### config.mk
export PLATFORM = sky130hd
export DESIGN_NAME = pats_attr
export DESIGN_NICKNAME = d
export VERILOG_FILES = /design/src/common/pats_pkg.sv /design/src/design/pats_attr.sv
export VERILOG_INCLUDE_DIRS = /design/src /design/src/common
export SDC_FILE = /design/constraint.sdc
export NUM_CORES = 1
export LEC_CHECK = 0
export ABC_AREA = 1
export BUFFER_PORTS_ARGS = -buffer_cell sky130_fd_sc_hd__buf_2
export CORE_AREA = 2 2 157 159
export DETAILED_ROUTE_END_ITERATION = 12
export DIE_AREA = 0 0 159 161
export GPL_TIMING_DRIVEN = 0
export SLEW_MARGIN = 25
export SYNTH_ARGS = -nofsm -noshare
export SYNTH_HDL_FRONTEND = slang
export SYNTH_SLANG_ARGS = --single-unit
### constraint.sdc
create_clock -name pclk -period 3.23 [get_ports pclk]
set_input_delay 0.323 -clock pclk [delete_from_list [all_inputs] [get_ports pclk]]
set_output_delay 0.323 -clock pclk [all_outputs]
set_load 0.05 [all_outputs]
### src/common/pats_map.svh
// register offsets, field positions, reset values and encodings for pats
`ifndef PATS_MAP_SVH
`define PATS_MAP_SVH
// ************************************************************
// register byte offsets
// ************************************************************
`define PATS_OFF_CTRL 12'h000
`define PATS_OFF_STE 12'h004
`define PATS_OFF_STATUS 12'h008
`define PATS_OFF_COUNT 12'h00c
// ************************************************************
// field positions
// ************************************************************
`define PATS_CTRL_CHK_BIT 0
`define PATS_CTRL_NS_SUP_BIT 1
`define PATS_CTRL_ATTR_SUP_BIT 2
`define PATS_CTRL_REALM_BIT 3
`define PATS_CTRL_FWB_BIT 4
`define PATS_STE_MODE_LO 0
`define PATS_STE_CFG_LO 4
`define PATS_STE_VALID_BIT 8
// ************************************************************
// reset values and encodings
// ************************************************************
`define PATS_CTRL_RST 32'h0000_0000
`define PATS_STE_RST 32'h0000_0000
`define PATS_MODE_FULL 2'h1
`define PATS_MODE_SPLIT 2'h2
`define PATS_CFG_NESTED 3'h7
`define PATS_ATTR_FIXED 8'hff
`define PATS_SH_FIXED 2'h3
`define PATS_ATTR_NC 8'h44
`define PATS_SH_OUTER 2'h2
`endif

### src/common/pats_pkg.sv
// types shared by the pats block
package pats_pkg;
  typedef enum logic [1:0] {
    pats_kind_untr,
    pats_kind_treq,
    pats_kind_tran
  } pats_kind_t;
  typedef enum logic [1:0] {
    pats_route_out,
    pats_route_s2,
    pats_route_fault
  } pats_route_t;
endpackage

### src/design/pats_attr.sv
// pcie and ats attribute handling stage with apb registers
//
// Summary of operation
// - no_snoop turns a final normal cacheable attribute into outer shareable non-cached
// - no_snoop leaves any device memory attribute untouched
// - downgrade applies only after the forced writeback stage 2 result
// - every translation completion returns its no_snoop field as zero
// - split mode, check enabled, nested config: completion returns intermediate address
// - split completion holds stage 1 intermediate address, not nested physical address
// - split completion attribute combines with stage 2 to the nested result
// - flag update may occur at request walk or later translated access
// - granted permissions combine stage 1 and stage 2 against the request
// - returned size never exceeds the smaller of stage 1 and stage 2 sizes
// - mode full: translated access goes to output as physical, untranslated
// - mode full: output attribute is encoded one if supported, else fixed
// - mode split: translated address goes through stage 2, which may fault
// - mode split: encoded or fixed attribute feeds stage 2 for combination
// - with check enabled each translated access is checked against its config
// - realm implemented: no stashing, completion bits above address size zero
// - no_snoop behaves as if carried through and applied after the unit
// - translated attribute derivation is independent of the later downgrade
//
// Register access over APB and the placing of the registers were chosen for this implementation.
`timescale 1ns/1ps
`include "pats_map.svh"
module pats_attr #(
  parameter int AW = 48,
  parameter int PAS = 44
) (
  // clock and reset
  input wire logic pclk,
  input wire logic presetn,
  // apb slave
  input wire logic psel,
  input wire logic penable,
  input wire logic pwrite,
  input wire logic [11:0] paddr,
  input wire logic [31:0] pwdata,
  output logic [31:0] prdata,
  output logic pready,
  output logic pslverr,
  // incoming transaction
  input wire logic in_valid,
  input wire pats_pkg::pats_kind_t in_kind,
  input wire logic [AW-1:0] in_addr,
  input wire logic [7:0] in_attr,
  input wire logic in_no_snoop,
  // translation result for requests
  input wire logic [AW-1:0] s1_addr,
  input wire logic [AW-1:0] nested_addr,
  input wire logic [7:0] s1_attr,
  input wire logic [7:0] comb_attr,
  input wire logic [1:0] s1_perm,
  input wire logic [1:0] s2_perm,
  input wire logic [1:0] req_perm,
  input wire logic [5:0] s1_size,
  input wire logic [5:0] s2_size,
  // stage 2 result for translated access
  input wire logic [7:0] s2_attr,
  input wire logic [1:0] s2_sh,
  input wire logic s2_fault,
  // downstream transaction
  output logic out_valid,
  output logic [AW-1:0] out_addr,
  output logic [7:0] out_attr,
  output logic [1:0] out_sh,
  output pats_pkg::pats_route_t out_route,
  // translation completion
  output logic cpl_valid,
  output logic [AW-1:0] cpl_addr,
  output logic [7:0] cpl_attr,
  output logic [1:0] cpl_perm,
  output logic [5:0] cpl_size,
  output logic cpl_n
);
  import pats_pkg::*;

  // ************************************************************
  // registers
  // ************************************************************
  logic [31:0] ctrl_reg;
  logic [31:0] ste_reg;
  logic [15:0] viol_reg;
  logic [15:0] fault_reg;
  logic [AW-1:0] addr_mask;
  logic chk;
  logic ns_sup;
  logic attr_sup;
  logic realm;
  logic fwb;
  logic [1:0] mode;
  logic [2:0] cfg;
  logic ste_ok;

  // ************************************************************
  // field decode
  // ************************************************************
  assign chk = ctrl_reg[`PATS_CTRL_CHK_BIT];
  assign ns_sup = ctrl_reg[`PATS_CTRL_NS_SUP_BIT];
  assign attr_sup = ctrl_reg[`PATS_CTRL_ATTR_SUP_BIT];
  assign realm = ctrl_reg[`PATS_CTRL_REALM_BIT];
  assign fwb = ctrl_reg[`PATS_CTRL_FWB_BIT];
  assign mode = ste_reg[`PATS_STE_MODE_LO +: 2];
  assign cfg = ste_reg[`PATS_STE_CFG_LO +: 3];
  assign ste_ok = ste_reg[`PATS_STE_VALID_BIT];

  // ************************************************************
  // apb decode
  // ************************************************************
  wire setup = psel && !penable;
  wire access = psel && penable;
  wire wr = access && pwrite;
  wire hit_ctrl = paddr == `PATS_OFF_CTRL;
  wire hit_ste = paddr == `PATS_OFF_STE;
  wire hit_stat = paddr == `PATS_OFF_STATUS;
  wire hit_cnt = paddr == `PATS_OFF_COUNT;
  wire hit_any = hit_ctrl || hit_ste || hit_stat || hit_cnt;
  wire rd_setup = setup && !pwrite;
  wire err_setup = setup && !hit_any;
  wire [31:0] stat_word = {27'h0, fwb, realm, attr_sup, ns_sup, chk};
  wire [31:0] rd_mux = hit_ctrl ? ctrl_reg :
                       hit_ste ? ste_reg :
                       hit_stat ? stat_word :
                       hit_cnt ? {fault_reg, viol_reg} : 32'h0000_0000;
  wire [31:0] rd_data = rd_setup ? rd_mux : 32'h0000_0000;
  wire [31:0] ctrl_wdata = {27'h0, pwdata[4:0]};
  wire [31:0] ste_wdata = {23'h0, pwdata[8:0]};

  // ************************************************************
  // register write, lands at the access edge
  // ************************************************************
  always_ff @(posedge pclk or negedge presetn) begin
    if (!presetn) begin
      ctrl_reg <= `PATS_CTRL_RST;
    end else if (wr && hit_ctrl) begin
      ctrl_reg <= ctrl_wdata;
    end
  end

  always_ff @(posedge pclk or negedge presetn) begin
    if (!presetn) begin
      ste_reg <= `PATS_STE_RST;
    end else if (wr && hit_ste) begin
      ste_reg <= ste_wdata;
    end
  end

  // ************************************************************
  // apb answer, one cycle after setup
  // ************************************************************
  always_ff @(posedge pclk or negedge presetn) begin
    if (!presetn) begin
      pready <= 1'b0;
    end else begin
      pready <= setup;
    end
  end

  always_ff @(posedge pclk or negedge presetn) begin
    if (!presetn) begin
      pslverr <= 1'b0;
    end else begin
      pslverr <= err_setup;
    end
  end

  always_ff @(posedge pclk or negedge presetn) begin
    if (!presetn) begin
      prdata <= 32'h0000_0000;
    end else begin
      prdata <= rd_data;
    end
  end

  // ************************************************************
  // translated access routing
  // ************************************************************
  // software keeps split mode legal only with checks enabled
  wire is_tran = in_kind == pats_kind_tran;
  wire is_treq = in_kind == pats_kind_treq;
  wire split_ok = mode == `PATS_MODE_SPLIT && chk;
  wire tr_checked = !chk || ste_ok;
  wire tr_full = tr_checked && mode == `PATS_MODE_FULL;
  wire tr_split = tr_checked && split_ok && !s2_fault;
  wire tr_fault = !tr_full && !tr_split;
  // encoded attribute only when supported, independent of no_snoop
  wire [7:0] tr_in_attr = attr_sup ? in_attr : `PATS_ATTR_FIXED;
  wire [7:0] s2_out_attr = fwb ? s2_attr : (tr_in_attr & s2_attr);
  wire [7:0] untr_attr = fwb ? s2_attr : (`PATS_ATTR_FIXED & s2_attr);

  // ************************************************************
  // route select
  // ************************************************************
  logic [7:0] pre_attr;
  logic [1:0] pre_sh;
  pats_route_t pre_route;
  always_comb begin
    pre_attr = untr_attr;
    pre_sh = s2_sh;
    pre_route = pats_route_s2;
    if (is_tran) begin
      if (tr_full) begin
        pre_attr = tr_in_attr;
        pre_sh = `PATS_SH_FIXED;
        pre_route = pats_route_out;
      end else if (tr_split) begin
        pre_attr = s2_out_attr;
        pre_route = pats_route_s2;
      end else begin
        pre_route = pats_route_fault;
      end
    end
  end

  // ************************************************************
  // no_snoop downgrade at the output, after forced writeback
  // ************************************************************
  // device types have zero outer nibble; those pass unchanged
  wire is_device = pre_attr[7:4] == 4'h0;
  wire is_cached = !is_device && pre_attr != `PATS_ATTR_NC;
  wire ns_flag = ns_sup && in_no_snoop;
  wire do_down = ns_flag && is_cached;
  wire [7:0] fin_attr = do_down ? `PATS_ATTR_NC : pre_attr;
  wire [1:0] fin_sh = do_down ? `PATS_SH_OUTER : pre_sh;

  // ************************************************************
  // translation completion
  // ************************************************************
  wire split_cpl = split_ok && cfg == `PATS_CFG_NESTED;
  wire [AW-1:0] raw_cpl = split_cpl ? s1_addr : nested_addr;
  wire [7:0] cpl_a = split_cpl ? s1_attr : comb_attr;
  wire [5:0] min_size = (s1_size < s2_size) ? s1_size : s2_size;
  wire [1:0] perm = s1_perm & s2_perm & req_perm;

  // ************************************************************
  // completion address mask
  // ************************************************************
  always_comb begin
    addr_mask = '1;
    if (realm) begin
      addr_mask = ({AW{1'b1}} >> (AW - PAS));
    end
  end
  wire [AW-1:0] cpl_addr_masked = raw_cpl & addr_mask;
  wire [7:0] cpl_attr_sel = attr_sup ? cpl_a : 8'h00;

  // ************************************************************
  // output flops
  // ************************************************************
  wire go_out = in_valid && !is_treq;
  wire go_cpl = in_valid && is_treq;

  always_ff @(posedge pclk or negedge presetn) begin
    if (!presetn) begin
      out_valid <= 1'b0;
    end else begin
      out_valid <= go_out;
    end
  end

  always_ff @(posedge pclk or negedge presetn) begin
    if (!presetn) begin
      out_addr <= '0;
    end else begin
      out_addr <= in_addr;
    end
  end

  always_ff @(posedge pclk or negedge presetn) begin
    if (!presetn) begin
      out_attr <= 8'h00;
      out_sh <= 2'h0;
    end else begin
      out_attr <= fin_attr;
      out_sh <= fin_sh;
    end
  end

  always_ff @(posedge pclk or negedge presetn) begin
    if (!presetn) begin
      out_route <= pats_route_out;
    end else begin
      out_route <= pre_route;
    end
  end

  // ************************************************************
  // completion flops
  // ************************************************************
  // flag updates happen in the external walker at either point
  always_ff @(posedge pclk or negedge presetn) begin
    if (!presetn) begin
      cpl_valid <= 1'b0;
    end else begin
      cpl_valid <= go_cpl;
    end
  end

  always_ff @(posedge pclk or negedge presetn) begin
    if (!presetn) begin
      cpl_addr <= '0;
    end else begin
      cpl_addr <= cpl_addr_masked;
    end
  end

  always_ff @(posedge pclk or negedge presetn) begin
    if (!presetn) begin
      cpl_attr <= 8'h00;
      cpl_n <= 1'b0;
    end else begin
      cpl_attr <= cpl_attr_sel;
      cpl_n <= 1'b0;
    end
  end

  always_ff @(posedge pclk or negedge presetn) begin
    if (!presetn) begin
      cpl_perm <= 2'h0;
      cpl_size <= 6'h00;
    end else begin
      cpl_perm <= perm;
      cpl_size <= min_size;
    end
  end

  // ************************************************************
  // status counters
  // ************************************************************
  wire viol_hit = go_out && is_tran && tr_fault;
  wire s2_hit = go_out && s2_fault;

  always_ff @(posedge pclk or negedge presetn) begin
    if (!presetn) begin
      viol_reg <= 16'h0000;
    end else if (viol_hit) begin
      viol_reg <= viol_reg + 16'h0001;
    end
  end

  always_ff @(posedge pclk or negedge presetn) begin
    if (!presetn) begin
      fault_reg <= 16'h0000;
    end else if (s2_hit) begin
      fault_reg <= fault_reg + 16'h0001;
    end
  end
endmodule // pats_attr

* After elaboration in Yosys (flattened, before gate mapping)
Cells that the tools add are included.
** Storage, ports and cells
- Logic and storage cells :: 91
- Bits of input ports :: 250
- Flip-flop bits (word level) :: 206
** Operators by class
- Mux-type cells :: 22
- Equality and inequality tests :: 9
- $lt $le $gt $ge :: 1
- Bitwise logic cells :: 4
- $add $sub $neg :: 2
- Reductions and logical operators :: 36
** Operators by type and width (count)
- 2-to-1 mux 32 bit :: 5
- 2-to-1 mux 48 bit :: 2
- 2-to-1 mux 8 bit :: 8
- bitwise AND 48 bit :: 1
- adder 16 x 1 -> 16 bit, second input constant :: 2
- == test 12 x 4 -> 1 bit, second input constant :: 2
- logical AND 1 bit :: 21
- == test 12 x 3 -> 1 bit, second input constant :: 1
- zero test 12 bit :: 1
- 2-to-1 mux 2 bit :: 6
- zero test 1 bit :: 9
- bitwise AND 8 bit :: 1
- inequality test 8 x 7 -> 1 bit, second input constant :: 1
- < comparator 6 bit :: 1
- 2-to-1 mux 6 bit :: 1
- bitwise AND 2 bit :: 2
- == test 2 x 1 -> 1 bit, second input constant :: 2
- == test 2 bit, second input constant :: 2
- zero test 4 bit :: 1
- logical OR 1 bit :: 4
- == test 3 bit, second input constant :: 1

* Longest topological paths before layout
- Depth in word-level cells :: 12
- Depth in mapped cells :: 13
- Gate-level depth less buffers :: 13

* Least setup slack after synthesis
No wires, ideal clock.
- Path type :: flip-flop to flip-flop
- Start point :: register ctrl_reg[0]
- End point :: register out_attr[0]
- Required time :: 3.117 ns
- Arrival time :: 1.377 ns
- Setup slack :: 1.740 ns
- Path buffers :: 0
- Stages on the path, launching flop included :: 13
- Path through :: dfrtp_1 -> nand2_1 -> nand3_2 -> nand2_1 -> nand2_1 -> nand2_1 -> clkinv_1 -> nand2_1 -> nor2_1 -> nand2_1 -> nand3_4 -> nand2_1 -> inv_1
** On the way
- Longest elaborated chain between the ends :: 12
- Elaborated cells between the ends (all ways) :: 15
- Those cells by class :: eq/ne: 1; mux: 4; reduce/logical: 10
** Ends and longest elaborated chain
- start, declared :: RTL line pats_attr.sv:81 : logic [31:0] ctrl_reg;
- start signal, assigned :: RTL line pats_attr.sv:134 : ctrl_reg <= `PATS_CTRL_RST;
- start signal, assigned :: RTL line pats_attr.sv:136 : ctrl_reg <= ctrl_wdata;
- zero test 1 bit :: RTL line pats_attr.sv:182 : wire tr_checked = !chk || ste_ok;
- logical OR 1 bit :: RTL line pats_attr.sv:182
- logical AND 1 bit (2 in series) :: RTL line pats_attr.sv:184 : wire tr_split = tr_checked && split_ok && !s2_fault;
- 2-to-1 mux 8 bit :: RTL line pats_attr.sv:206 : end else if (tr_split) begin
- 2-to-1 mux 8 bit (*) :: RTL line pats_attr.sv:202 : if (tr_full) begin
- 2-to-1 mux 8 bit (*) :: RTL line pats_attr.sv:201 : if (is_tran) begin
- zero test 4 bit :: RTL line pats_attr.sv:219 : wire is_device = pre_attr[7:4] == 4'h0;
- zero test 1 bit :: RTL line pats_attr.sv:220 : wire is_cached = !is_device && pre_attr != `PATS_ATTR_NC;
- logical AND 1 bit (no line)
- logical AND 1 bit :: RTL line pats_attr.sv:222 : wire do_down = ns_flag && is_cached;
- 2-to-1 mux 8 bit (*) :: RTL line pats_attr.sv:223 : wire [7:0] fin_attr = do_down ? `PATS_ATTR_NC : pre_attr;
- named net fin_attr[0] :: RTL line pats_attr.sv:223
- end signal, assigned :: RTL line pats_attr.sv:274 : out_attr <= fin_attr;
- end, declared :: RTL line pats_attr.sv:65 : output logic [7:0] out_attr,
Mark *: on every way through the listed nets, which the timed path passes. The rest lies on a longest branch.
A chain may end at the register's enable or synchronous reset.

* Worst setup path in the final report
- Start point :: register ste_reg[0]
- End point :: register cpl_addr[6]
** On the way
- Longest elaborated chain between the ends :: 5
** Ends and longest elaborated chain
- start, declared :: RTL line pats_attr.sv:82 : logic [31:0] ste_reg;
- start signal, assigned :: RTL line pats_attr.sv:142 : ste_reg <= `PATS_STE_RST;
- start signal, assigned :: RTL line pats_attr.sv:144 : ste_reg <= ste_wdata;
- == test 2 bit (no line)
- logical AND 1 bit :: RTL line pats_attr.sv:181 : wire split_ok = mode == `PATS_MODE_SPLIT && chk;
- logical AND 1 bit (no line)
- 2-to-1 mux 48 bit :: RTL line pats_attr.sv:230 : wire [AW-1:0] raw_cpl = split_cpl ? s1_addr : nested_addr;
- bitwise AND 48 bit :: RTL line pats_attr.sv:244 : wire [AW-1:0] cpl_addr_masked = raw_cpl & addr_mask;
- named net cpl_addr_masked[6] :: RTL line pats_attr.sv:244
- end signal, assigned :: RTL line pats_attr.sv:303 : cpl_addr <= cpl_addr_masked;
- end, declared :: RTL line pats_attr.sv:70 : output logic [AW-1:0] cpl_addr,
The timed path passes the listed nets, and every way through them passes these cells.

==> qor.csv <==
metric,value,unit
status,"complete, no violations",
fmax,439,MHz
p_leak,0.00644,uW
busiest_layer,met2,
reg_top3,"cpl_addr: 48 flops, out_addr: 48 flops, prdata: 32 flops",
worstPathArrival,2690,ps
syn-mean-instance-area,9.91,um^2
cts-root-buf,clkbuf_16,
antenna_found_initial,1,
fill_cells,2274,
multi_input_area,2360,um^2
grt_setup_unrepaired,no,
met3_usage,0.0288,
num_io_pins,411,
synth_edf_count,0,
clk_latency,500,ps
synth_top_flop_cell,dfrtp_1,
grt.total_usage,0.176,
cts_resized,0,
diodes,0,
post-route-drc-count,0,
peakVddDrop,0.278,mV
port_buffers,386,
regArea,5150,um^2
worst_pin_slew,797,ps
met1_usage,0.232,
power_density,576,nW/um^2
dp_cells,1517,
grt_pass1_wl,36200,um
clock_path_buffers,3,
place_ws,820,ps
avgRoutedWirePerCell,14.1,um
clkSlewWorstSetupHoldPaths,60,ps
slew_headroom,0.469,
ctsHtreeMaxLevel,1,
finalHoldViolCount,0,
grt_overflow_total,0,
async_reset_ff_frac,1.00,
nets,1534,
drv_cap,0,
setup_tns,0,ps
wirelength,22800,um
use_met2,0.302,
routed-via-count,6835,
place.gp.congestion,0.779,
synthCells,805,
r2r_slack,950,ps
hold_class,primary input to flop,
die_w,159,um
ys_ff_latch,206,
yosysWarnings,0,
die-area,25600,um^2
die_h,161,um
drt-initial-drc-count,322,
std_cell_rows,57,
viasPerCell,4.23,
path_max_fanout,10,
drive_gt1_frac,0.366,
endpoint_kind,flop,
syn_area,7970,um^2
setup_viol,0,
dr.pass1.iters,4,
tritoncts,built,
area_growth,48.2,%
dpl.hpwl,16900,um
fin_skew,11.3,ps
timing.final.ws_setup,953,ps
startpoint_type,flop,
maxSlewViolCount,0,
finalNonFillerCells,1616,
critical_path_class,flop to flop,
final_cell_mix,"buf_2, nand2_1, dfrtp_1, inv_1, nor2_1",
synth-seq-area-share,0.646,
ant_nets,0,
critPathRequiredTime,3640,ps
final_common_cell,buf_2,
clock-sinks,206,
timing.final.crit_share,0.705,
core-area,24000,um^2
synth_nets,1062,
synth_cell_type_count,41,
period_minus_slack,2280,ps
grt_pass1_vias,6892,
grt_max_degree,92,
start_util,0.333,
cts_made_buffers,23,
cell usage after synthesis (2+ instances only):
cell | count | area [um^2]
nand2_1 | 242 | 908
dfrtp_1 | 206 | 5150
inv_1 | 93 | 349
nor2_1 | 75 | 282
o21ai_0 | 29 | 145
xor2_1 | 28 | 245
a21oi_1 | 18 | 90.1
nand3_1 | 13 | 65.1
buf_2 | 12 | 60.1
nor3_1 | 9 | 45.0
ha_1 | 7 | 87.6
clkbuf_1 | 6 | 22.5
nand2_2 | 6 | 37.5
o22ai_1 | 6 | 37.5
nor2_2 | 5 | 31.3
inv_2 | 4 | 15.0
nand4_1 | 4 | 25.0
nor3_2 | 4 | 40.0
and3_1 | 3 | 18.8
nand3_2 | 3 | 30.0
nor2_4 | 3 | 33.8
nor4_1 | 3 | 18.8
or2_2 | 3 | 18.8
nor3_4 | 2 | 32.5
o21ai_1 | 2 | 10.0
o21bai_1 | 2 | 15.0
o32ai_1 | 2 | 17.5
or2_1 | 2 | 12.5
power breakdown:
| group | leakage [uW] | internal, uW | switching, uW |
|---|---|---|---|
| clock | 0.000417 | 1890 | 1010 |
| sequential | 0.00252 | 2760 | 107 |
| combinational | 0.00350 | 338 | 690 |
kinds of logic (layout without fill, tap and decap cells):
| logic type | Yosys count | in the layout | synth area share |
|---|---|---|---|
| other | 1 | 1 | 0.000470 |
| buffers and inverters | 117 | 604 | 0.0574 |
| XOR/XNOR | 29 | 29 | 0.0319 |
| AO/OA/AOI/OAI | 64 | 64 | 0.0455 |
| adder cells (fa/ha/maj) | 7 | 7 | 0.0110 |
| AND/OR/NAND/NOR | 380 | 380 | 0.206 |
| flip-flops | 206 | 206 | 0.646 |
| multiplexers | 1 | 1 | 0.00141 |
critical path, stage by stage (launching register included):
cell and delay (ps):
dfrtp_1 440, inv_1 100, nand3_1 130, nor4_2 350
clkbuf_1 630, buf_2 350, nand2_1 80, nand2_1 120
per-stage QoR:
| stage | total power [uW] | hold WS (ps) | util | cell area (um^2) |
|---|---|---|---|---|
| finish | 6800 | 20.6 | 0.493 | 11800 |
| global route | 7100 | 12.2 | 0.493 | 11800 |
| CTS | 6890 | 0.420 | 0.493 | 11800 |
| detailed placement | 3890 | 277 | 0.433 | 10400 |
| global placement | 3860 | 431 | 0.430 | 10300 |
| floorplan | 3510 | 27.4 | - | 7970 |
final timing paths:
check,from,cells after the start,end
min in group asynchronous,presetn,2,prdata[20]
worst max register to register,ste_reg[0],7,cpl_addr[6]
worst min register to register,viol_reg[15],2,viol_reg[15]
worst min-delay path,nested_addr[18],3,cpl_addr[18]
worst max-delay path,ste_reg[0],7,cpl_addr[6]
max in group asynchronous,presetn,4,out_addr[6]
cell type report:
| type | instances | share of cell area |
|---|---|---|
| clock inverters | 8 | 0.0161 |
| flip-flops and latches | 206 | 0.436 |
| multi-input cells | 482 | 0.200 |
| repair buffers | 447 | 0.219 |
| plain buffers | 19 | 0.00762 |
| clock buffers | 32 | 0.0558 |
| inverters | 98 | 0.0311 |
| well taps | 324 | 0.0343 |
what timing repair did:
item	in CTS	in global routing
endpoints found under the hold margin	112	0
setup buffers	0	0
hold buffers	59	0
layer usage:
metal / part of all wire / wire length, um / up-vias
met5: 0.00057 / 13 / -
met4: 0.020 / 457 / 2
met3: 0.054 / 1220 / 38
met2: 0.49 / 11200 / 223
met1: 0.43 / 9920 / 3160
li1: - / - / 3412
Power figures use the tool's default switching activity.
